**config.mk**
```make
export PLATFORM = sky130hd
export DESIGN_NAME = mtt_timer
export DESIGN_NICKNAME = d
export VERILOG_FILES = /design/src/common/mtt_pkg.sv /design/src/core/mtt_prescaler.sv /design/src/core/mtt_timer.sv
export SDC_FILE = /design/constraint.sdc
export NUM_CORES = 1
export LEC_CHECK = 0
export BUFFER_PORTS_ARGS = -buffer_cell sky130_fd_sc_hd__buf_2
export CAP_MARGIN = 40
export CORE_MARGIN = 5
export CORE_UTILIZATION = 40
export CTS_CLUSTER_SIZE = 20
export DETAILED_ROUTE_END_ITERATION = 6
export PLACE_DENSITY = 0.69
export SLEW_MARGIN = 40
export SYNTH_ARGS = -nofsm -noshare
export SYNTH_HDL_FRONTEND = slang
export SYNTH_SLANG_ARGS = --single-unit
export TNS_END_PERCENT = 1
```
**constraint.sdc**
```tcl
create_clock -name sys_clk -period 2.6 [get_ports sys_clk]
set_clock_uncertainty 0.1 [all_clocks]
set_input_delay 0.13 -clock sys_clk [delete_from_list [all_inputs] [get_ports sys_clk]]
set_output_delay 0.13 -clock sys_clk [all_outputs]
set_load 0.01 [all_outputs]
```
**src/common/mtt_pkg.sv**
```systemverilog
// Package with register map, field layout and reset values of the tick timer
package mtt_pkg;
  // Register byte offsets
  localparam logic [3:0] ADDR_STATUS_CONTROL = 4'h0;
  localparam logic [3:0] ADDR_CLOCK_CONFIG   = 4'h4;
  localparam logic [3:0] ADDR_CURRENT_TALLY  = 4'h8;
  localparam logic [3:0] ADDR_WRAP_VALUE     = 4'hC;
  // Status and control field positions
  localparam int OVF_FLAG_BIT  = 7;
  localparam int OVF_IRQ_EN_BIT = 6;
  localparam int CLEAR_CMD_BIT = 5;
  localparam int HALT_BIT      = 4;
  // Clock configuration field positions
  localparam int SRC_SEL_LSB   = 4;
  localparam int PS_SEL_LSB    = 0;
  // Reset values
  localparam logic [7:0] WRAP_RESET  = 8'h00;
  localparam logic [7:0] TALLY_RESET = 8'h00;
  localparam logic [1:0] SRC_RESET   = 2'h0;
  localparam logic [3:0] PS_RESET    = 4'h0;
  localparam logic       HALT_RESET  = 1'b1;
  // Source select encodings
  localparam logic [1:0] SRC_BUS     = 2'h0;
  localparam logic [1:0] SRC_FIXED   = 2'h1;
  localparam logic [1:0] SRC_PIN_FALL = 2'h2;
  localparam logic [1:0] SRC_PIN_RISE = 2'h3;
  // Highest defined prescale code, divides by 256
  localparam logic [3:0] PS_MAX_CODE = 4'h8;
  // AXI responses
  localparam logic [1:0] RESP_OKAY   = 2'h0;
  localparam logic [1:0] RESP_SLVERR = 2'h2;
endpackage

```
**src/core/mtt_prescaler.sv**
```systemverilog
// Prescaler: 8-bit divider chain with selectable tap
`timescale 1ns/10ps
module mtt_prescaler
  import mtt_pkg::*;
#(
  parameter int WIDTH = 8
) (
  input  wire logic             sys_clk,
  input  wire logic             rst_b,
  input  wire logic             src_tick,
  input  wire logic             run,
  input  wire logic [3:0]       ps_sel,
  output logic                  cnt_tick
);
  logic [WIDTH-1:0] div_ff;
  logic [WIDTH-1:0] nxt_div;
  logic [3:0]       tap;
  logic             hit;

  // Undefined codes fall back to the longest ratio
  always_comb begin
    tap = (ps_sel > PS_MAX_CODE) ? PS_MAX_CODE : ps_sel;
    nxt_div = div_ff;
    hit = 1'b0;
    if (run && src_tick) begin
      nxt_div = div_ff + 1'b1;
      // A tick passes when the low tap bits are all ones
      if (tap == 4'h0) begin
        hit = 1'b1;
      end else begin
        hit = &(div_ff | ~((WIDTH'(1) << tap) - WIDTH'(1)));
      end
    end
  end

  // Chain keeps its phase across ratio changes, count is untouched
  always_ff @(posedge sys_clk or negedge rst_b) begin
    if (!rst_b) begin
      div_ff <= '0;
    end else begin
      div_ff <= nxt_div;
    end
  end

  assign cnt_tick = hit;
endmodule

```
**src/core/mtt_timer.sv**
```systemverilog
// Modulo tick timer with AXI4-Lite register slave
// Notes on behaviour
// Wrap value write zeroes count, clears flag
// Wrap value resets to zero
// Zero wrap value means free-running
// Modes stopped, free-running, wrap
// Reset: halted, zero, bus clock, divide one
// Software clears halt to start counting
// Four sources: bus, fixed, pin edges
// Source change keeps count
// Nine ratios 1 to 256
// Ratio change keeps count
// Wrap value accepts 1 through 255
// Count to wrap value, then roll over
// Flag sets on wrap-to-zero transition
// Clear flag by read then write zero
// Overflow between steps cancels clearing
// Clear command or wrap write clears flag
// Interrupt when flag and enable set
// Software clears flag before enabling interrupt
// Source codes 00 bus,01 fixed,10 fall,11 rise
// Undefined prescale codes divide by 256
// Clear command zeroes count, reads zero
// Halt holds count, reset sets halt
// Free-running rolls 255 to zero, flags
// Pin synchronised, edges become single enables
// Prescaler is 8-bit divider chain
//
// Register access over AXI4-Lite and the address map are this design's own decisions.
`timescale 1ns/10ps
module mtt_timer
  import mtt_pkg::*;
(
  input  wire logic        sys_clk,
  input  wire logic        rst_b,
  input  wire logic        fixed_rate_clock,
  input  wire logic        external_tick_pin,
  input  wire logic [3:0]  s_axi_awaddr,
  input  wire logic        s_axi_awvalid,
  output logic             s_axi_awready,
  input  wire logic [31:0] s_axi_wdata,
  input  wire logic [3:0]  s_axi_wstrb,
  input  wire logic        s_axi_wvalid,
  output logic             s_axi_wready,
  output logic [1:0]       s_axi_bresp,
  output logic             s_axi_bvalid,
  input  wire logic        s_axi_bready,
  input  wire logic [3:0]  s_axi_araddr,
  input  wire logic        s_axi_arvalid,
  output logic             s_axi_arready,
  output logic [31:0]      s_axi_rdata,
  output logic [1:0]       s_axi_rresp,
  output logic             s_axi_rvalid,
  input  wire logic        s_axi_rready,
  output logic             overflow_irq
);
  // Bus write channel state
  logic        aw_ff,   nxt_aw;
  logic [3:0]  awa_ff,  nxt_awa;
  logic        w_ff,    nxt_w;
  logic [31:0] wd_ff,   nxt_wd;
  logic [3:0]  ws_ff,   nxt_ws;
  logic        bv_ff,   nxt_bv;
  logic [1:0]  br_ff,   nxt_br;
  // Bus read channel state
  logic        rv_ff,   nxt_rv;
  logic [31:0] rd_ff,   nxt_rd;
  logic [1:0]  rr_ff,   nxt_rr;
  // Registered readies, so no gate sits between a flop and a pin
  logic        awrdy_ff, nxt_awrdy;
  logic        wrdy_ff,  nxt_wrdy;
  logic        arrdy_ff, nxt_arrdy;
  // Timer state
  logic [7:0]  tally_ff,  nxt_tally;
  logic [7:0]  wrap_ff,   nxt_wrap;
  logic        ovf_ff,    nxt_ovf;
  logic        armed_ff,  nxt_armed;
  logic        ie_ff,     nxt_ie;
  logic        halt_ff,   nxt_halt;
  logic [1:0]  src_ff,    nxt_src;
  logic [3:0]  ps_ff,     nxt_ps;
  logic        irq_ff,    nxt_irq;
  // Input synchronisers and edge history
  logic        pin_s1_ff, pin_s2_ff, pin_s3_ff;
  logic        fix_s1_ff, fix_s2_ff, fix_s3_ff;
  // Combinational helpers
  logic        do_wr, do_rd, wr_ok, rd_ok;
  logic        src_tick, cnt_tick, roll;
  logic [7:0]  wb;
  logic [31:0] rdv;

  // Source edge selection from synchronised inputs
  always_comb begin
    unique case (src_ff)
      SRC_BUS:      src_tick = 1'b1;
      SRC_FIXED:    src_tick = fix_s2_ff & ~fix_s3_ff;
      SRC_PIN_FALL: src_tick = ~pin_s2_ff & pin_s3_ff;
      SRC_PIN_RISE: src_tick = pin_s2_ff & ~pin_s3_ff;
    endcase
  end

  // Source changes only redirect ticks, the tally is untouched
  mtt_prescaler #(.WIDTH(8)) u_prescaler (
    .sys_clk  (sys_clk),
    .rst_b    (rst_b),
    .src_tick (src_tick),
    .run      (~halt_ff),
    .ps_sel   (ps_ff),
    .cnt_tick (cnt_tick)
  );

  // Write is done once both address and data are held
  always_comb begin
    do_wr = aw_ff && w_ff && !bv_ff;
    wr_ok = (awa_ff[1:0] == 2'h0);
    wb    = ws_ff[0] ? wd_ff[7:0] : 8'h00;
    do_rd = s_axi_arvalid && s_axi_arready;
    rd_ok = (s_axi_araddr[1:0] == 2'h0);
    // Roll when count meets wrap value, 255 when free-running
    roll  = cnt_tick && !halt_ff &&
            ((wrap_ff == 8'h00) ? (tally_ff == 8'hFF)
                                : (tally_ff == wrap_ff));
  end

  // Bus channel handshakes
  always_comb begin
    nxt_aw  = aw_ff;
    nxt_awa = awa_ff;
    nxt_w   = w_ff;
    nxt_wd  = wd_ff;
    nxt_ws  = ws_ff;
    nxt_bv  = bv_ff;
    nxt_br  = br_ff;
    nxt_rv  = rv_ff;
    nxt_rd  = rd_ff;
    nxt_rr  = rr_ff;
    if (s_axi_awvalid && s_axi_awready) begin
      nxt_aw  = 1'b1;
      nxt_awa = s_axi_awaddr;
    end
    if (s_axi_wvalid && s_axi_wready) begin
      nxt_w  = 1'b1;
      nxt_wd = s_axi_wdata;
      nxt_ws = s_axi_wstrb;
    end
    if (do_wr) begin
      nxt_aw = 1'b0;
      nxt_w  = 1'b0;
      nxt_bv = 1'b1;
      nxt_br = wr_ok ? RESP_OKAY : RESP_SLVERR;
    end else if (bv_ff && s_axi_bready) begin
      nxt_bv = 1'b0;
    end
    if (do_rd) begin
      nxt_rv = 1'b1;
      nxt_rd = rdv;
      nxt_rr = rd_ok ? RESP_OKAY : RESP_SLVERR;
    end else if (rv_ff && s_axi_rready) begin
      nxt_rv = 1'b0;
    end
    // Readies stay low until the answer is taken: one transfer at a time
    nxt_awrdy = !nxt_aw && !nxt_bv;
    nxt_wrdy  = !nxt_w && !nxt_bv;
    nxt_arrdy = !nxt_rv;
  end

  // Read data; the clear command bit always reads zero
  always_comb begin
    rdv = 32'h0000_0000;
    unique case (s_axi_araddr)
      ADDR_STATUS_CONTROL: begin
        rdv[OVF_FLAG_BIT]   = ovf_ff;
        rdv[OVF_IRQ_EN_BIT] = ie_ff;
        rdv[HALT_BIT]       = halt_ff;
      end
      ADDR_CLOCK_CONFIG: begin
        rdv[SRC_SEL_LSB +: 2] = src_ff;
        rdv[PS_SEL_LSB +: 4]  = ps_ff;
      end
      ADDR_CURRENT_TALLY: rdv[7:0] = tally_ff;
      ADDR_WRAP_VALUE:    rdv[7:0] = wrap_ff;
      default:            rdv = 32'h0000_0000;
    endcase
  end

  // Timer control, counting and flag handling
  always_comb begin
    nxt_tally = tally_ff;
    nxt_wrap  = wrap_ff;
    nxt_ovf   = ovf_ff;
    nxt_armed = armed_ff;
    nxt_ie    = ie_ff;
    nxt_halt  = halt_ff;
    nxt_src   = src_ff;
    nxt_ps    = ps_ff;
    // Halted counter holds its value
    if (!halt_ff && cnt_tick) begin
      nxt_tally = roll ? 8'h00 : tally_ff + 8'h01;
    end
    // A read that sees the flag set arms the two-step clear
    if (do_rd && rd_ok && s_axi_araddr == ADDR_STATUS_CONTROL && ovf_ff) begin
      nxt_armed = 1'b1;
    end
    if (do_wr && wr_ok && ws_ff[0]) begin
      unique case (awa_ff)
        ADDR_STATUS_CONTROL: begin
          nxt_ie   = wb[OVF_IRQ_EN_BIT];
          nxt_halt = wb[HALT_BIT];
          if (!wb[OVF_FLAG_BIT] && armed_ff) begin
            nxt_ovf   = 1'b0;
            nxt_armed = 1'b0;
          end
          if (wb[CLEAR_CMD_BIT]) begin
            nxt_tally = TALLY_RESET;
            nxt_ovf   = 1'b0;
            nxt_armed = 1'b0;
          end
        end
        ADDR_CLOCK_CONFIG: begin
          nxt_src = wb[SRC_SEL_LSB +: 2];
          nxt_ps  = wb[PS_SEL_LSB +: 4];
        end
        ADDR_WRAP_VALUE: begin
          nxt_wrap  = wb;
          nxt_tally = TALLY_RESET;
          nxt_ovf   = 1'b0;
          nxt_armed = 1'b0;
        end
        default: begin
          nxt_wrap = wrap_ff;
        end
      endcase
    end
    // A new overflow disarms the clear and wins over any clear
    if (roll) begin
      nxt_ovf   = 1'b1;
      nxt_armed = 1'b0;
    end
    // Enabling with the flag set fires at once; software avoids it
    nxt_irq = nxt_ovf && nxt_ie;
  end

  // Synchronisers: first stage feeds only the second
  always_ff @(posedge sys_clk or negedge rst_b) begin
    if (!rst_b) begin
      pin_s1_ff <= 1'b0;
      pin_s2_ff <= 1'b0;
      pin_s3_ff <= 1'b0;
      fix_s1_ff <= 1'b0;
      fix_s2_ff <= 1'b0;
      fix_s3_ff <= 1'b0;
    end else begin
      pin_s1_ff <= external_tick_pin;
      pin_s2_ff <= pin_s1_ff;
      pin_s3_ff <= pin_s2_ff;
      fix_s1_ff <= fixed_rate_clock;
      fix_s2_ff <= fix_s1_ff;
      fix_s3_ff <= fix_s2_ff;
    end
  end

  // State registers
  always_ff @(posedge sys_clk or negedge rst_b) begin
    if (!rst_b) begin
      aw_ff    <= 1'b0;
      awa_ff   <= 4'h0;
      w_ff     <= 1'b0;
      wd_ff    <= 32'h0000_0000;
      ws_ff    <= 4'h0;
      bv_ff    <= 1'b0;
      br_ff    <= RESP_OKAY;
      rv_ff    <= 1'b0;
      rd_ff    <= 32'h0000_0000;
      rr_ff    <= RESP_OKAY;
      awrdy_ff <= 1'b1;
      wrdy_ff  <= 1'b1;
      arrdy_ff <= 1'b1;
      tally_ff <= TALLY_RESET;
      wrap_ff  <= WRAP_RESET;
      ovf_ff   <= 1'b0;
      armed_ff <= 1'b0;
      ie_ff    <= 1'b0;
      halt_ff  <= HALT_RESET;
      src_ff   <= SRC_RESET;
      ps_ff    <= PS_RESET;
      irq_ff   <= 1'b0;
    end else begin
      aw_ff    <= nxt_aw;
      awa_ff   <= nxt_awa;
      w_ff     <= nxt_w;
      wd_ff    <= nxt_wd;
      ws_ff    <= nxt_ws;
      bv_ff    <= nxt_bv;
      br_ff    <= nxt_br;
      rv_ff    <= nxt_rv;
      rd_ff    <= nxt_rd;
      rr_ff    <= nxt_rr;
      awrdy_ff <= nxt_awrdy;
      wrdy_ff  <= nxt_wrdy;
      arrdy_ff <= nxt_arrdy;
      tally_ff <= nxt_tally;
      wrap_ff  <= nxt_wrap;
      ovf_ff   <= nxt_ovf;
      armed_ff <= nxt_armed;
      ie_ff    <= nxt_ie;
      halt_ff  <= nxt_halt;
      src_ff   <= nxt_src;
      ps_ff    <= nxt_ps;
      irq_ff   <= nxt_irq;
    end
  end

  // Every output comes straight from a register
  assign s_axi_awready = awrdy_ff;
  assign s_axi_wready  = wrdy_ff;
  assign s_axi_bvalid  = bv_ff;
  assign s_axi_bresp   = br_ff;
  assign s_axi_arready = arrdy_ff;
  assign s_axi_rvalid  = rv_ff;
  assign s_axi_rdata   = rd_ff;
  assign s_axi_rresp   = rr_ff;
  assign overflow_irq  = irq_ff;
endmodule

```
Yosys cells after proc, flatten, opt, wreduce, memory -nomap -nowiden
Index checks and enable logic that the tools add are counted.
{ "word_totals": {"inputBits": 53, "output_inout_bits": 42, "elab_cells": 128, "regBits": 73} }
{ "classes": {"shift": 1, "n_addsub": 3, "reduce_logical": 37, "bitwise_logic": 9, "n_eq_ne": 10, "n_mux": 38, "n_lt_le_gt_ge": 1} }
{ "op_table": {"columns": ["cell", "count"], "rows": [
  ["$mux W8", 5],
  ["$mux W1", 22],
  ["$logic_and A1 B1 Y1", 19],
  ["$add A8 B1 Y8 const B", 2],
  ["$pmux W8 S2", 1],
  ["$eq A4 B4 Y1 const B", 3],
  ["$logic_not A4 Y1", 3],
  ["$pmux W4 S3", 1],
  ["$eq A4 B3 Y1 const B", 2],
  ["$eq A8 B8 Y1", 1],
  ["$eq A8 B8 Y1 const B", 1],
  ["$logic_not A8 Y1", 1],
  ["$not A8 Y8", 1],
  ["$or A8 B8 Y8", 1],
  ["$pmux W1 S4", 2],
  ["$reduce_and A8 Y1", 1],
  ["$shl A1 B4 Y8 const A", 1],
  ["$sub A8 B1 Y8 const B", 1],
  ["$logic_not A1 Y1", 7],
  ["$logic_not A2 Y1", 3],
  ["$pmux W2 S3", 1],
  ["$reduce_and A2 Y1", 3],
  ["$eq A2 B2 Y1 const B", 2],
  ["$gt A4 B4 Y1 const B", 1],
  ["other kinds (7)", 14]
]} }

Logic depth before layout (Yosys ltp)
{ "depth": {"word_depth": 16, "depth_mapped": 10, "mapped_depth_nobuf": 9} }

Hierarchy
Synthesis repeated with hierarchy kept, for this count alone.
{ "hier_totals": {"cells_unflattened": 332, "hier_area_um2": 3602.2} }
{ "by_module_without_submodules": {"columns": ["mod", "cells_each", "n_inst", "seq_area_each_um2", "area_each_um2"], "rows": [
  ["mtt_timer", 284, 1, 1581.5, 3083.0],
  ["mtt_prescaler", 48, 1, 200.2, 519.2]
]} }

Least setup slack after synthesis
OpenSTA, ideal clock, no wires.
{ "synth_timing": {"path_type": "register -> register", "startpoint": "register ps_ff[3]", "endpoint": "register tally_ff[0]", "path_slack_ns": 0.062, "t_required_ns": 2.365, "path_buffers": 1, "arrival_time_ns": 2.303, "synth_period_minus_slack_ns": 2.538, "path_stages_with_launch": 11, "setup_ns": 0.135, "path_cell_list": "dfrtp_1 -> buf_2 -> nor2_1 -> nand2_1 -> ha_1 -> and2_1 -> a31oi_1 -> a21oi_1 -> or2_1 -> o31ai_4 -> nor2_1"} }
{ "synth_via": {"elab_chain_len": 16, "elab_cells_between_ends": 17, "cone_classes": "1 x add/sub; 1 x order compare; 1 x shift; 8 x mux; 2 x bitwise; 4 x reduce/logical"} }
{ "synth_lines": {"columns": ["item", "line", "text"], "rows": [
  ["start, declared", "mtt_timer.sv:81", "logic [3:0] ps_ff, nxt_ps;"],
  ["start signal, assigned", "mtt_timer.sv:308", "ps_ff <= nxt_ps;"],
  ["$gt A4 B4 Y1", "mtt_prescaler.sv:22", "tap = (ps_sel > PS_MAX_CODE) ? PS_MAX_CODE : ps_sel;"],
  ["$mux W4 (*)", "mtt_prescaler.sv:22", null],
  ["$shl A1 B4 Y8", "mtt_prescaler.sv:31", "hit = &(div_ff | ~((WIDTH'(1) << tap) - WIDTH'(1)));"],
  ["$sub A8 B1 Y8", "mtt_prescaler.sv:31", null],
  ["$not A8 Y8", "mtt_prescaler.sv:31", null],
  ["$or A8 B8 Y8", "mtt_prescaler.sv:31", null],
  ["$reduce_and A8 Y1", "mtt_prescaler.sv:31", null],
  ["$mux W1 (*)", "mtt_prescaler.sv:28", "if (tap == 4'h0) begin"],
  ["$mux W1 (*)", "mtt_prescaler.sv:25", "if (run && src_tick) begin"],
  ["$logic_and A1 B1 Y1 (*)", "mtt_timer.sv:120, mtt_timer.sv:197", null],
  ["$logic_and A1 B1 Y1", "mtt_timer.sv:120", "roll = cnt_tick && !halt_ff &&"],
  ["$mux W8", "mtt_timer.sv:198", "nxt_tally = roll ? 8'h00 : tally_ff + 8'h01;"],
  ["$mux W8 (*)", "mtt_timer.sv:197", "if (!halt_ff && cnt_tick) begin"],
  ["$mux W8", "mtt_timer.sv:213", "if (wb[CLEAR_CMD_BIT]) begin"],
  ["$pmux W8 S2", "mtt_timer.sv:205", "unique case (awa_ff)"],
  ["$mux W8 (*)", "mtt_timer.sv:204", "if (do_wr && wr_ok && ws_ff[0]) begin"],
  ["via nxt_tally[0]", "mtt_timer.sv:74", "logic [7:0] tally_ff, nxt_tally;"],
  ["end signal, assigned", "mtt_timer.sv:301", "tally_ff <= nxt_tally;"],
  ["end, declared", "mtt_timer.sv:74", null]
]} }
The timed path passes the listed nets; every way through them passes the cells marked *.
A chain may end at the register's enable or synchronous reset.

Final worst setup path
{ "layout_timing": {"startpoint": "register ps_ff[2]", "endpoint": "register tally_ff[1]"} }
Same word-level chain as after synthesis.

==> metrics.yaml <==
status: "completed"
reg2reg_from: "ps_ff[2]"
critPathBufInv: 2
htreeDepth: 3
maxCapViolCount: 0
min_from: "s_axi_araddr[0]"
hp-class: "in -> reg"
fin_nets: 462
grt_pass1_vias: 2648
synth_mux_area_share_pct: 9.83
gp_congestion: 0.869
path_clk_slew_ns: 0.08
synthAdderAreaFrac_pct: 1.03
vias: 2642
synth_top_area_share_pct: 45.9
fp.dieW_um: 106
setup_ws_ns: 0.213
avgSynthCellArea_sq_um: 10.9
clock_path_buffers: 2
irDropWorstVdd_v: 0.000473
yosys.area.top_type: "dfrtp_1"
period_needed_ns: 2.39
grt_max_degree: 47
drt_drc_violations_left: 0
crit_fanout: 8
grt_antenna_before_repair: 0
finalSetupViolCount: 0
place_inst: 481
clk-insertion-delay-late_ns: 0.35
dr.pass1.iters: 4
cts_made_buffers: 9
fin_cells: 519
holdPathEnd: "s_axi_rresp[1]"
cp_slowest_cell: "dfrtp_1"
path_delay_family: "compound AO/OA/AOI/OAI gates"
drt_iter0_markers: 144
slew_viol_final: 0
r2r_end: "tally_ff[1]"
fillers: 810
overflow: 0
cts.sinks: 71
root_buffer: "clkbuf_8"
synth_area_sq_um: 3650
synth_compound_area_share_pct: 13.7
yosysUniqueCellTypes: 58
max_freq_mhz: 419
netlist_top_cells_count: "67 x dfrtp_1, 32 x nand2_1, 29 x mux2_2"
slew_headroom_pct: 59.9
hold_viol: 0
numPortBuffers: 41
path_cells: "nor2_4 -> nand2_1 -> ha_1 -> and2_1 -> a31oi_1 -> a21oi_2 -> buf_4 -> a211oi_4 -> buf_12 -> mux2i_1 -> nor2_1"
cp-startpoint: "ps_ff[2]"
dp_slack_ns: 0.0877
yosys-top-cells-area: "dfrtp_1 46%, mux2_2 8.9%, buf_4 5.3%"
grt_usage_pct: 14.5
powerDensity_nw_per_um2: 1130
yosys.area_share.simple_pct: 15.0
core-area_sq_um: 8810
vias_per_cell: 5.09
synth.yosys.seq_area_share_pct: 48.8
initial_core_util_pct: 41.5
diodes: 0
tightest_slew_ns: 0.601
criticalPathCategory: "reg -> reg"
cp_data_arrival_time_ns: 2.53
synth-warning-count: 0
wl_um: 7550
end_kind: "flop"
cts_tree: "done"
reg2reg_slack_ns: 0.21
rows: 34
wl_per_cell_um: 14.5
startpoint_type: "flop"
synth.most_common_cell: "dfrtp_1"
ys.flop_type: "dfrtp_1"
dieArea_sq_um: 11100
grt_pass1_wl_um: 13000
required_ns: 2.74
async_flop_share_pct: 100
fin_crit_sh_pct: 91.8
synth_cells: 334
drive_above_1_share_pct: 29.2
ios: 95
holdPathStages: 3
ant_nets: 0
critPathMaxStageDelay_ns: 0.41
area_delta_synth_final_pct: 19.3
synth_edf_count: 0
worst_r2r_path_depth: 11
synth_top_family_by_area: "simple AND/OR/NAND/NOR gates"
synth_xor_area_share_pct: 4.08
p_leak_nw: 1.98
dp_hpwl_um: 5510
ys_ff_latch: 71
die_h_um: 106
[through the flow]
stage	utilization [%]	hold WS [ns]	setup TNS (ns)	power, mW	instance area [sq um]
after floorplan	-	-0.266	0	3.39	3750
after global placement	44.6	0.0675	0	3.82	3930
after detailed placement	44.6	0.0783	0	3.91	3930
after CTS	49.1	0.0246	0	4.82	4330
after global routing	49.5	0.0395	-0.0271	5.31	4360
final	49.5	0.0289	0	4.93	4360
[where the power goes]
part / total [mW] / switching (mW) / leakage (nW) / internal [mW]
Clock: 0.855 / 0.415 / 0.0960 / 0.440
Combinational: 2.15 / 1.08 / 0.987 / 1.07
Sequential: 1.93 / 0.427 / 0.893 / 1.50
Total: 4.93 / 1.92 / 1.98 / 3.01
[metal layers]
layer,wire (um),share of wire [%],GRT usage [%],up-vias
li1,-,-,-,1285
met1,3560,47,20.6,1249
met5,0,0,0,-
met4,184,2.4,6.85,0
met3,464,6.1,2.69,14
met2,3340,44,21.3,94
[worst max path at each step]
stage / endpoint / slack (ns) / cells after the start
finish: tally_ff[1] / 0.21 / 11
global route: tally_ff[3] / -0.01 / 11
CTS: tally_ff[1] / 0.07 / 10
detailed placement: tally_ff[1] / 0.09 / 10
global placement: tally_ff[1] / 0.16 / 10
floorplan: tally_ff[0] / 0.06 / 10
[cell families (layout without fill, tap and decap cells)]
kind of cell	after synthesis	after routing
xor+xnor	17	17
flops	71	71
fa+ha+maj	3	3
other cells	1	26
simple gates	99	99
mux	31	31
buf+inv	45	97
compound gates	67	67
[sequential cells by signal (all words and copies together) (netlist names), 2 cells and up]
name	cells
u_prescaler.div_ff	8
s_axi_rdata	8
awa_ff	4
ps_ff	4
wrap_ff	8
tally_ff	8
src_ff	2
wd_ff	8
[final cells by class]
cell class | count | area, sq um | area share, %
clock buffers | 10 | 128 | 2.93
clock inverters | 6 | 61.3 | 1.41
flip-flops and latches | 71 | 1780 | 40.9
multi-input cells | 243 | 1700 | 39.0
well taps | 108 | 135 | 3.10
inverters | 8 | 30.0 | 0.689
repair buffers | 73 | 523 | 12.0
[cells in the final DEF, fill, tap and decap left out, types with 2 or more instances in the layout]
cell type / instances
nor4_2: 2
dlygate4sd3_1: 21
clkinv_2: 3
or2_1: 2
ha_1: 3
buf_2: 41
o22ai_1: 2
o21ai_0: 23
xor2_1: 4
conb_1: 26
nand4b_1: 2
nor4bb_1: 2
nor4b_2: 3
nor3_1: 3
nor2b_1: 2
a22oi_1: 8
a21oi_1: 10
a2111oi_2: 2
nand3b_1: 4
nand4_1: 6
and2_1: 9
xnor2_1: 13
buf_4: 9
clkbuf_8: 9
buf_12: 2
a31o_2: 2
nand2_1: 32
inv_1: 8
nand2b_1: 2
dfstp_2: 4
mux2_2: 29
nand3_1: 6
dfrtp_1: 67
nor2_1: 17
and3_1: 3
[timing repair]
action	in CTS	in global routing
setup endpoints to repair	0	9
hold endpoints to repair	45	0
hold buffers	21	0
buffers inserted	0	1
resized for setup	0	3
[worst min-delay path, stage by stage]
cell and delay, ns:
buf_2 0.08, nor3_1 0.09, nor2_1 0.13
(Power assumes the default switching activity.)
